File: config.mk
export PLATFORM = sky130hd
export DESIGN_NAME = sbd_decoder
export DESIGN_NICKNAME = d
export VERILOG_FILES = /design/src/sbd_pkg.sv /design/src/sbd_cmd_check.sv /design/src/sbd_decoder.sv /design/src/sbd_sync2.sv
export SDC_FILE = /design/constraint.sdc
export NUM_CORES = 1
export LEC_CHECK = 0
export ABC_CLOCK_PERIOD_IN_PS = 7800
export BUFFER_PORTS_ARGS = -buffer_cell sky130_fd_sc_hd__buf_4
export CAP_MARGIN = 20
export CORE_MARGIN = 2
export CORE_UTILIZATION = 30
export CTS_CLUSTER_DIAMETER = 200
export DETAILED_ROUTE_END_ITERATION = 8
export GPL_TIMING_DRIVEN = 0
export MAX_ROUTING_LAYER = met4
export PLACE_DENSITY_LB_ADDON = 0.3
export RECOVER_POWER = 50
export SYNTH_ARGS = -nofsm -noshare
export SYNTH_HDL_FRONTEND = slang
export SYNTH_SLANG_ARGS = --single-unit
export TNS_END_PERCENT = 20
File: constraint.sdc
create_clock -name sys_clk -period 7.8 [get_ports sys_clk]
set_input_delay 1.17 -clock sys_clk [delete_from_list [all_inputs] [get_ports sys_clk]]
set_output_delay 1.17 -clock sys_clk [all_outputs]
set_load 0.02 [all_outputs]
File: src/sbd_pkg.sv
// Shared constants and types of the serial register command decoder.
package sbd_pkg;

    localparam int FRAME_BITS = 16;
    localparam int CNT_W = 5;
    localparam int NUM_REGS = 20;
    localparam int BYTE_W = 8;
    localparam int REGS_W = NUM_REGS * BYTE_W;
    localparam int NUM_FLAG_REGS = 5;
    localparam int FLAGS_W = NUM_FLAG_REGS * BYTE_W;

    // Frame field positions.
    localparam int TYPE_HI = 15;
    localparam int TYPE_LO = 14;
    localparam int ADDR_HI = 13;
    localparam int ADDR_LO = 9;
    localparam int PN_BIT = 8;
    localparam int SUB_BIT = 7;
    localparam int PARITY_EN_BIT = 6;

    localparam logic [CNT_W-1:0] FRAME_LEN = 5'h10;
    localparam logic [CNT_W-1:0] CNT_SAT = 5'h11;
    localparam logic [BYTE_W-1:0] REG_RESET = 8'h00;

    // Register addresses.
    localparam logic [4:0] ADDR_SELECTOR = 5'h00;
    localparam logic [4:0] ADDR_SCRATCH_A = 5'h01;
    localparam logic [4:0] ADDR_SCRATCH_B = 5'h02;
    localparam logic [4:0] ADDR_SCRATCH_D = 5'h04;
    localparam logic [4:0] ADDR_INIT_REGULATORS = 5'h05;
    localparam logic [4:0] ADDR_INIT_MISC = 5'h08;
    localparam logic [4:0] ADDR_SPECIAL_MODE = 5'h09;
    localparam logic [4:0] ADDR_TIMER_A = 5'h0A;
    localparam logic [4:0] ADDR_TIMER_C = 5'h0C;
    localparam logic [4:0] ADDR_WATCHDOG_REFRESH = 5'h0D;
    localparam logic [4:0] ADDR_MODE = 5'h0E;
    localparam logic [4:0] ADDR_REGULATOR_CTRL = 5'h0F;
    localparam logic [4:0] ADDR_CAN_CTRL = 5'h10;
    localparam logic [4:0] ADDR_LIN_CTRL = 5'h13;

    typedef enum logic [1:0] {
        CMD_READ = 2'b00,
        CMD_WRITE = 2'b01,
        CMD_RSVD = 2'b10,
        CMD_FLAG = 2'b11
    } sbd_cmd_t;

endpackage : sbd_pkg

File: src/sbd_cmd_check.sv
// Field split and parity check of one received command frame.
`timescale 1ns/100ps
module sbd_cmd_check (
    input wire logic [sbd_pkg::FRAME_BITS-1:0] frame,
    input wire logic parity_en,
    output sbd_pkg::sbd_cmd_t cmd_type,
    output logic [4:0] reg_addr,
    output logic [sbd_pkg::BYTE_W-1:0] payload,
    output logic sub_sel,
    output logic addr_valid,
    output logic parity_ok
);
    import sbd_pkg::*;

    assign cmd_type = sbd_cmd_t'(frame[TYPE_HI:TYPE_LO]);
    assign reg_addr = frame[ADDR_HI:ADDR_LO];
    assign payload = frame[BYTE_W-1:0];
    assign sub_sel = frame[SUB_BIT];
    assign addr_valid = (frame[ADDR_HI:ADDR_LO] <= ADDR_LIN_CTRL);
    // odd total ones
    // With bit 8 included a correct frame always holds an odd number of ones.
    assign parity_ok = !parity_en || (^frame);

endmodule : sbd_cmd_check

File: src/sbd_decoder.sv
// Serial 16-bit command frame decoder with register file and status return.
// Functional notes
// - Frame bits 13 to 9 alone select the target register.
// - Addresses 1 to 4 are scratch bytes that store and return data.
// - Addresses 5 to 8 are initialisation registers, written and read back.
// - Address 9 write picks special mode; read returns the random code.
// - Addresses 10 to 12 are timer registers, written and read back.
// - Address 14 write selects mode; read returns mode and leaves debug.
// - Addresses 15 to 19 store control bits and also supply flags.
// - Type 00 with bit 7 low returns status then control bits.
// - Type 00 with bit 7 high returns status then device information.
// - Type 01 stores payload and returns fixed and extended status.
// - Type 11 returns flags; bit 7 picks low or high set.
// - Parity is checked only on type 01 writes.
// - Bit 6 of miscellaneous init register enables parity checking.
// - First returned byte is always the fixed device status.
`timescale 1ns/100ps
module sbd_decoder (
    input wire logic sys_clk,
    input wire logic rstn,
    input wire logic spi_sclk,
    input wire logic spi_cs_n,
    input wire logic spi_mosi,
    output logic spi_miso,
    output logic spi_miso_oe,
    input wire logic [sbd_pkg::BYTE_W-1:0] fixed_status,
    input wire logic [sbd_pkg::BYTE_W-1:0] extended_status,
    input wire logic [sbd_pkg::BYTE_W-1:0] device_info,
    input wire logic [sbd_pkg::BYTE_W-1:0] random_code,
    input wire logic [sbd_pkg::BYTE_W-1:0] current_mode,
    input wire logic [sbd_pkg::FLAGS_W-1:0] flag_low,
    input wire logic [sbd_pkg::FLAGS_W-1:0] flag_high,
    output logic [sbd_pkg::REGS_W-1:0] reg_file,
    output logic [sbd_pkg::BYTE_W-1:0] command_data,
    output logic watchdog_refresh,
    output logic special_mode_write,
    output logic mode_write,
    output logic debug_exit,
    output logic parity_error,
    output logic frame_error
);
    import sbd_pkg::*;

    typedef struct packed {
        logic sclk_prev;
        logic cs_prev;
        logic [FRAME_BITS-1:0] frame;
        logic [CNT_W-1:0] cnt;
        logic [FRAME_BITS-1:0] miso_sh;
        logic [BYTE_W-1:0] resp;
        logic [NUM_REGS-1:0][BYTE_W-1:0] regs;
        logic [BYTE_W-1:0] cmd_data;
        logic miso;
        logic miso_oe;
        logic wd_pulse;
        logic spe_pulse;
        logic mode_pulse;
        logic dbg_pulse;
        logic par_err;
        logic frm_err;
    } sbd_state_t;

    sbd_state_t state_q;
    sbd_state_t state_d;

    logic [2:0] pins_s;
    logic sclk_s;
    logic cs_s;
    logic mosi_s;
    logic cs_fall;
    logic cs_rise;
    logic sclk_rise;
    logic sclk_fall;
    logic frame_full;
    sbd_cmd_t cmd_type;
    logic [4:0] reg_addr;
    logic [BYTE_W-1:0] payload;
    logic sub_sel;
    logic addr_valid;
    logic parity_ok;
    logic [4:0] flag_off;
    logic [5:0] flag_pos;
    logic is_flag_reg;

    // Chip select idles high, so the synchroniser starts there to avoid a false frame start.
    sbd_sync2 #(
        .W(3),
        .INIT(3'h2)
    ) u_sync (
        .sys_clk(sys_clk),
        .rstn(rstn),
        .async_in({spi_sclk, spi_cs_n, spi_mosi}),
        .sync_out(pins_s)
    );

    assign sclk_s = pins_s[2];
    assign cs_s = pins_s[1];
    assign mosi_s = pins_s[0];

    sbd_cmd_check u_check (
        .frame(state_q.frame),
        .parity_en(state_q.regs[ADDR_INIT_MISC][PARITY_EN_BIT]),
        .cmd_type(cmd_type),
        .reg_addr(reg_addr),
        .payload(payload),
        .sub_sel(sub_sel),
        .addr_valid(addr_valid),
        .parity_ok(parity_ok)
    );

    assign cs_fall = state_q.cs_prev && !cs_s;
    assign cs_rise = !state_q.cs_prev && cs_s;
    assign sclk_rise = !state_q.sclk_prev && sclk_s && !cs_s;
    assign sclk_fall = state_q.sclk_prev && !sclk_s && !cs_s;
    assign frame_full = (state_q.cnt == FRAME_LEN);
    assign flag_off = reg_addr - ADDR_REGULATOR_CTRL;
    assign flag_pos = {flag_off[2:0], 3'h0};
    assign is_flag_reg = (reg_addr >= ADDR_REGULATOR_CTRL) && addr_valid;

    always_comb begin
        state_d = state_q;
        state_d.sclk_prev = sclk_s;
        state_d.cs_prev = cs_s;
        state_d.wd_pulse = 1'b0;
        state_d.spe_pulse = 1'b0;
        state_d.mode_pulse = 1'b0;
        state_d.dbg_pulse = 1'b0;
        state_d.par_err = 1'b0;
        state_d.frm_err = 1'b0;
        if (cs_fall) begin
            state_d.cnt = '0;
            state_d.miso_sh = {fixed_status, state_q.resp};
            state_d.miso = fixed_status[BYTE_W-1];
            state_d.miso_oe = 1'b1;
        end else if (sclk_rise) begin
            state_d.miso = state_q.miso_sh[FRAME_BITS-1];
            state_d.miso_sh = {state_q.miso_sh[FRAME_BITS-2:0], 1'b0};
        end else if (sclk_fall) begin
            state_d.frame = {state_q.frame[FRAME_BITS-2:0], mosi_s};
            if (state_q.cnt != CNT_SAT) begin
                state_d.cnt = state_q.cnt + 5'h01;
            end
        end else if (cs_rise) begin
            state_d.miso_oe = 1'b0;
            state_d.miso = 1'b0;
            if (!frame_full) begin
                state_d.frm_err = 1'b1;
            end else begin
                unique case (cmd_type)
                    CMD_WRITE: begin
                        state_d.resp = extended_status;
                        if (!parity_ok) begin
                            state_d.par_err = 1'b1;
                        end else if (addr_valid) begin
                            state_d.cmd_data = payload;
                            if (reg_addr == ADDR_SPECIAL_MODE) begin
                                state_d.spe_pulse = 1'b1;
                            end else if (reg_addr == ADDR_WATCHDOG_REFRESH) begin
                                state_d.wd_pulse = 1'b1;
                            end else begin
                                state_d.regs[reg_addr] = payload;
                                state_d.mode_pulse = (reg_addr == ADDR_MODE);
                            end
                        end
                    end
                    CMD_READ: begin
                        if (sub_sel) begin
                            state_d.resp = device_info;
                        end else if (reg_addr == ADDR_SPECIAL_MODE) begin
                            state_d.resp = random_code;
                        end else if (reg_addr == ADDR_MODE) begin
                            state_d.resp = current_mode;
                            state_d.dbg_pulse = 1'b1;
                        end else if (addr_valid && reg_addr != ADDR_WATCHDOG_REFRESH) begin
                            state_d.resp = state_q.regs[reg_addr];
                        end else begin
                            state_d.resp = REG_RESET;
                        end
                    end
                    CMD_FLAG: begin
                        if (!is_flag_reg) begin
                            state_d.resp = REG_RESET;
                        end else if (sub_sel) begin
                            state_d.resp = flag_high[flag_pos +: BYTE_W];
                        end else begin
                            state_d.resp = flag_low[flag_pos +: BYTE_W];
                        end
                    end
                    CMD_RSVD: begin
                        state_d.resp = REG_RESET;
                    end
                endcase
            end
        end
    end

    always_ff @(posedge sys_clk) begin
        if (!rstn) begin
            state_q <= '0;
            state_q.cs_prev <= 1'b1;
        end else begin
            state_q <= state_d;
        end
    end

    assign spi_miso = state_q.miso;
    assign spi_miso_oe = state_q.miso_oe;
    assign reg_file = state_q.regs;
    assign command_data = state_q.cmd_data;
    assign watchdog_refresh = state_q.wd_pulse;
    assign special_mode_write = state_q.spe_pulse;
    assign mode_write = state_q.mode_pulse;
    assign debug_exit = state_q.dbg_pulse;
    assign parity_error = state_q.par_err;
    assign frame_error = state_q.frm_err;

    logic good_end;
    assign good_end = cs_rise && frame_full;

    status_first_a: assert property (@(posedge sys_clk) disable iff (!rstn)
        cs_fall |=> spi_miso == $past(fixed_status[BYTE_W-1]) && spi_miso_oe)
        else $error("Fixed status bit does not lead the frame.");

    miso_release_a: assert property (@(posedge sys_clk) disable iff (!rstn)
        cs_rise |=> !spi_miso_oe ##1 !spi_miso_oe || $past(cs_fall))
        else $error("Data line still driven after chip select rose.");

    short_frame_a: assert property (@(posedge sys_clk) disable iff (!rstn)
        cs_rise && !frame_full |=> frame_error && $stable(reg_file))
        else $error("Bad-length frame was not discarded.");

    scratch_write_a: assert property (@(posedge sys_clk) disable iff (!rstn)
        good_end && cmd_type == CMD_WRITE && parity_ok && reg_addr == ADDR_SCRATCH_A
        |=> state_q.regs[ADDR_SCRATCH_A] == $past(state_q.frame[BYTE_W-1:0]))
        else $error("Scratch byte did not take the written data.");

    reserved_type_a: assert property (@(posedge sys_clk) disable iff (!rstn)
        good_end && cmd_type == CMD_RSVD |=> $stable(reg_file) && !mode_write)
        else $error("Reserved command changed a register.");

    parity_fail_a: assert property (@(posedge sys_clk) disable iff (!rstn)
        good_end && cmd_type == CMD_WRITE && !parity_ok
        |=> parity_error && $stable(reg_file) ##1 !parity_error)
        else $error("Write with bad parity was not refused.");

    readback_a: assert property (@(posedge sys_clk) disable iff (!rstn)
        good_end && cmd_type == CMD_READ && !sub_sel && reg_addr == ADDR_INIT_REGULATORS
        |=> state_q.resp == $past(state_q.regs[ADDR_INIT_REGULATORS]))
        else $error("Read-back did not return the register content.");

    random_read_a: assert property (@(posedge sys_clk) disable iff (!rstn)
        good_end && cmd_type == CMD_READ && !sub_sel && reg_addr == ADDR_SPECIAL_MODE
        |=> state_q.resp == $past(random_code))
        else $error("Special mode read did not return the random code.");

    flag_high_a: assert property (@(posedge sys_clk) disable iff (!rstn)
        good_end && cmd_type == CMD_FLAG && sub_sel && reg_addr == ADDR_CAN_CTRL
        |=> state_q.resp == $past(flag_high[2*BYTE_W-1:BYTE_W]))
        else $error("High flag set was not returned.");

    write_status_a: assert property (@(posedge sys_clk) disable iff (!rstn)
        good_end && cmd_type == CMD_WRITE |=> state_q.resp == $past(extended_status))
        else $error("Write did not queue the extended status.");

    write_cover_c: cover property (@(posedge sys_clk) disable iff (!rstn)
        good_end && cmd_type == CMD_WRITE && parity_ok);
    read_cover_c: cover property (@(posedge sys_clk) disable iff (!rstn)
        good_end && cmd_type == CMD_READ);
    flag_cover_c: cover property (@(posedge sys_clk) disable iff (!rstn)
        good_end && cmd_type == CMD_FLAG);
    short_cover_c: cover property (@(posedge sys_clk) disable iff (!rstn)
        cs_rise && !frame_full);

endmodule : sbd_decoder

File: src/sbd_sync2.sv
// Two-stage synchroniser for a group of pin inputs.
`timescale 1ns/100ps
module sbd_sync2 #(
    parameter int W = 3,
    parameter logic [W-1:0] INIT = '0
) (
    input wire logic sys_clk,
    input wire logic rstn,
    input wire logic [W-1:0] async_in,
    output logic [W-1:0] sync_out
);
    import sbd_pkg::*;

    typedef struct packed {
        logic [W-1:0] s1;
        logic [W-1:0] s2;
    } sbd_sync_st_t;

    sbd_sync_st_t state_q;
    sbd_sync_st_t state_d;

    always_comb begin
        state_d.s1 = async_in;
        state_d.s2 = state_q.s1;
    end

    always_ff @(posedge sys_clk) begin
        if (!rstn) begin
            state_q <= {INIT, INIT};
        end else begin
            state_q <= state_d;
        end
    end

    assign sync_out = state_q.s2;

endmodule : sbd_sync2
==> impl_summary.txt <==
----------------------------------------------------
[Outcome]
  Status ... finished clean

[Die]
  Chip Width ... 210 um
  IO Pins ... 301
  Die Y-Extent ... 210 um
  Core Region ... 42000 sq um
  Area enclosed by the die boundary ... 44300 sq um
  Standard-cell rows ... 75
  Initial core utilization ... between 30 and 40%

[Global routing]
  Gr usage total ... 20.9%
  Remaining global-route overflow ... 0
  Via count of the first global-routing pass ... 10800
  First-pass GRT wire length ... 67.4 mm
  Largest net degree at the start of global routing ... 14
  Antenna violations before repair ... 0

[Timing]
  Count of endpoints failing hold in the final timing report ... 0
  Final-layout setup total negative slack ... 0 ps
  Max frequency ... 218 MHz
  Pins Over Slew Limit ... 0
  Worst path setup slack after routing ... 3220 ps
  Worst relative slew slack ... 23.8%
  # setup viols final ... 0
  Slew at the pin closest to its max-slew limit ... ~1100 ps
  Final Critical Period ... 4580 ps
  RSZ-0062 raised after global routing ... false
  Fin crit share ... 58.7%
  Skew final ... 22.7 ps

[Logic synthesis]
  Cell type contributing the most total cell area after synthesis ... sky130_fd_sc_hd__dfxtp_1
  Register area share after synthesis ... 35.9%
  Number of flip-flops and latches in the synthesized netlist ... 229
  Distinct cell type count of the synthesized netlist ... 47
  Cell area after synthesis ... between 10000 and 15000 sq um
  Number of enable-type register cells in the synthesized netlist ... 0
  Share of synthesized flip-flops with an asynchronous set or reset ... 0%
  Post-synthesis net count ... 1466
  Top area cells in the synthesized netlist ... sky130_fd_sc_hd__dfxtp_1 (36%), sky130_fd_sc_hd__mux2i_1 (17%), sky130_fd_sc_hd__buf_4 (9.9%), sky130_fd_sc_hd__mux4_2 (8.1%), sky130_fd_sc_hd__nand2_1 (7.4%)
  Count of yosys warnings during synthesis ... 0
  Avg Cell Area, Syn ... 9.67 sq um
  Post-Syn Instances ... between 1000 and 1500
  Top-area cell type share of the netlist area ... between 30% and 40%
  Top FF cell, synth ... sky130_fd_sc_hd__dfxtp_1

[Drt]
  Total iterations of the first detailed-routing run ... 7
  Met2 Wirelength ... 22.1 mm
  Routed met3 length ... 2.56 mm
  Final routed wire length divided by cell count ... 21.1 um
  Remaining routing DRC violations ... 0
  Iter 0 DRT Violations ... approximately 740
  Ratio of routed vias to standard cells ... 4.88
  Met1 Wirelength ... 20.3 mm
  Antenna violation net count after detailed routing ... 0
  Top Layer Used ... met4
  Vias after detailed routing ... around 11000
  Overall routed net length ... 46.7 mm

[Critical path]
  WP data required ... 8260 ps
  Slowest Stage Delay on Critical Path ... ~870 ps
  Peak fanout along the critical path ... 10
  Crit path buffers/inverters ... 5
  Reg2reg setup slack ... 3220 ps
  Arrival time of data at the critical path endpoint ... 5040 ps
  Launch point of the worst reg-to-reg path ... state_q[217]$_SDFFE_PN0P_
  End of the worst register-to-register path ... reg_file[58]$_SDFFE_PN0P_
  Register-to-Register Path Depth ... 12
  Category of the most critical setup path ... register to register
  Critical Path Source ... state_q[217]$_SDFFE_PN0P_
  Type of origin of the critical path ... register
  Category of cells accounting for the largest share of critical-path delay ... buffers and inverters
  Critical Path, Cell by Cell ... clkbuf_1 -> clkbuf_1 -> inv_1 -> ha_1 -> xnor2_1 -> xnor3_1 -> xnor2_1 -> and2_1 -> buf_6 -> buf_6 -> nor4_4 -> mux2i_1
  Cell at the slowest stage of the critical path ... sky130_fd_sc_hd__nor4_4
  CP endpoint kind ... register

[Place]
  Placed instance area ... 15700 sq um
  Final weighted congestion of routability-driven global placement ... 0.940
  DP HPWL ... between 30 and 40 mm
  Worst slack at placement ... about 3200 ps
  Port Buffers ... 300

[Hold path]
  Number of instances on the worst hold path ... 1
  Kind of path behind the tightest hold check ... register to register
  Launch instance of the worst min-delay path ... u_sync.state_d[1]$_SDFF_PN1_
  Worst hold path endpoint ... u_sync.sync_out[1]$_SDFF_PN1_

[Clock network]
  Sinks on the clock net ... ~230
  Total number of H-tree levels ... 1
  Cell at the root of the clock tree ... sky130_fd_sc_hd__clkbuf_16
  Post-CTS Hold Buffers ... 0
  Number of gates resized after cts ... 0
  TritonCTS clock tree ... done
  TritonCTS buffer count ... 26
  CTS Buffer Depth ... 3
  Number of post-CTS setup repair buffers ... 0
  Clock transition time at the flip-flop clock pins of the worst setup and hold paths ... 60 ps
  Clock latency on the worst-skew pair ... 550 ps

[Final layout]
  Total non-filler cell area in the finished layout ... 16200 sq um
  Number of diodes ... 0
  Net count reported at finish ... approximately 1800
  Relative area change from synthesis to final layout ... 26.9%
  Most common library cell in the layout ignoring fill and taps ... sky130_fd_sc_hd__buf_4
  Most frequent cells in the layout ... sky130_fd_sc_hd__buf_4 (292), sky130_fd_sc_hd__nand2_1 (253), sky130_fd_sc_hd__dfxtp_1 (229), sky130_fd_sc_hd__mux2i_1 (217), sky130_fd_sc_hd__clkbuf_1 (163)
  Share of layout cells above drive strength 1 ... roughly 30%

[Pwr]
  IR Drop Worst-Case VDD ... 0.000136 V
  Static Leak ... 6.28 nW
  Power density over the cells ... between 150 and 200 nW/um^2

[Run]
  Max Cap Viol ... 0

----------------------------------------------------
## kinds of logic after synthesis
logic type / synth area share [%]
AND/OR/NAND/NOR: 15.1
XOR/XNOR: 1.35
flip-flops: 35.9
adder cells (fa/ha/maj): 1.86
multiplexers: 25.5
buffers and inverters: 13.8
AO/OA/AOI/OAI: 6.51
## worst max-delay path by stage
stage                                      end  slack, ps  cells past startpoint
detailed placement  reg_file[156]$_SDFFE_PN0P_       3240                     12
finish               reg_file[58]$_SDFFE_PN0P_       3220                     12
global placement    reg_file[132]$_SDFFE_PN0P_       3300                     12
floorplan            reg_file[24]$_SDFFE_PN0P_       4360                     13
global route        reg_file[155]$_SDFFE_PN0P_       2990                     12
CTS                  reg_file[58]$_SDFFE_PN0P_       3220                     12
## flip-flops by register name, summed over array words and instances (netlist names)
name / cells
spi_miso_oe: 1
watchdog_refresh: 1
spi_miso: 1
parity_error: 1
frame_error: 1
mode_write: 1
debug_exit: 1
command_data: 8
state_q: 47
u_sync.sync_out: 3
special_mode_write: 1
u_sync.state_d: 3
reg_file: 160
## synthesized netlist by cell type, types with 3 or more instances
library cell / count
sky130_fd_sc_hd__o22ai_1: 8
sky130_fd_sc_hd__o31ai_1: 8
sky130_fd_sc_hd__buf_4: 168
sky130_fd_sc_hd__o221ai_1: 8
sky130_fd_sc_hd__buf_2: 10
sky130_fd_sc_hd__inv_1: 20
sky130_fd_sc_hd__xnor3_1: 3
sky130_fd_sc_hd__a22oi_1: 8
sky130_fd_sc_hd__nor2b_1: 4
sky130_fd_sc_hd__or4_1: 3
sky130_fd_sc_hd__nor3b_1: 5
sky130_fd_sc_hd__and2_1: 23
sky130_fd_sc_hd__a21boi_0: 16
sky130_fd_sc_hd__mux4_2: 46
sky130_fd_sc_hd__nand2b_1: 5
sky130_fd_sc_hd__nor4_4: 16
sky130_fd_sc_hd__clkbuf_1: 65
sky130_fd_sc_hd__a221o_1: 16
sky130_fd_sc_hd__a21oi_1: 20
sky130_fd_sc_hd__nand4_1: 3
sky130_fd_sc_hd__mux2i_1: 217
sky130_fd_sc_hd__xor2_1: 4
sky130_fd_sc_hd__clkinv_1: 4
sky130_fd_sc_hd__nor2_1: 21
sky130_fd_sc_hd__nand2_1: 253
sky130_fd_sc_hd__buf_6: 4
sky130_fd_sc_hd__nor3_1: 11
sky130_fd_sc_hd__xnor2_1: 8
sky130_fd_sc_hd__dfxtp_1: 229
sky130_fd_sc_hd__o21ai_0: 32
sky130_fd_sc_hd__nand3_1: 35
sky130_fd_sc_hd__buf_1: 13
sky130_fd_sc_hd__ha_1: 19
## power by group
| group | internal (mW) | leakage [nW] | total [mW] | switching, mW |
|---|---|---|---|---|
| Clock | 0.720 | 0.414 | 1.21 | 0.493 |
| Sequential | 1.17 | 1.85 | 1.18 | 0.00212 |
| Combinational | 0.0553 | 4.03 | 0.108 | 0.0525 |
| Total | 1.95 | 6.28 | 2.50 | 0.548 |
## layout make-up
class,instances,area (sq um)
plain buffers,261,1590
clock buffers,40,783
clock inverters,5,63.8
fillers,4335,25800
inverters,24,90.1
multi-input cells,808,6440
flip-flops and latches,229,4580
well taps,539,674
repair buffers,301,2000
## metrics by stage
step | std cells | hold slack (ps) | power, mW | util (%)
global placement | 2161 | 389 | 1.31 | 37.4
floorplan | 1322 | 386 | 1.24 | -
finish | 2207 | 403 | 2.50 | 38.6
global route | 2207 | 417 | 2.58 | 38.6
detailed placement | 2162 | 397 | 1.31 | 37.4
CTS | 2207 | 406 | 2.52 | 39.4
## per-layer routing
layer	GRT usage, %	up-vias
met4	7.75	0
met5	-	-
met3	2.68	80
met1	26.1	5222
li1	-	5067
met2	34.6	399
No activity file was read; power rests on OpenSTA's default activity.
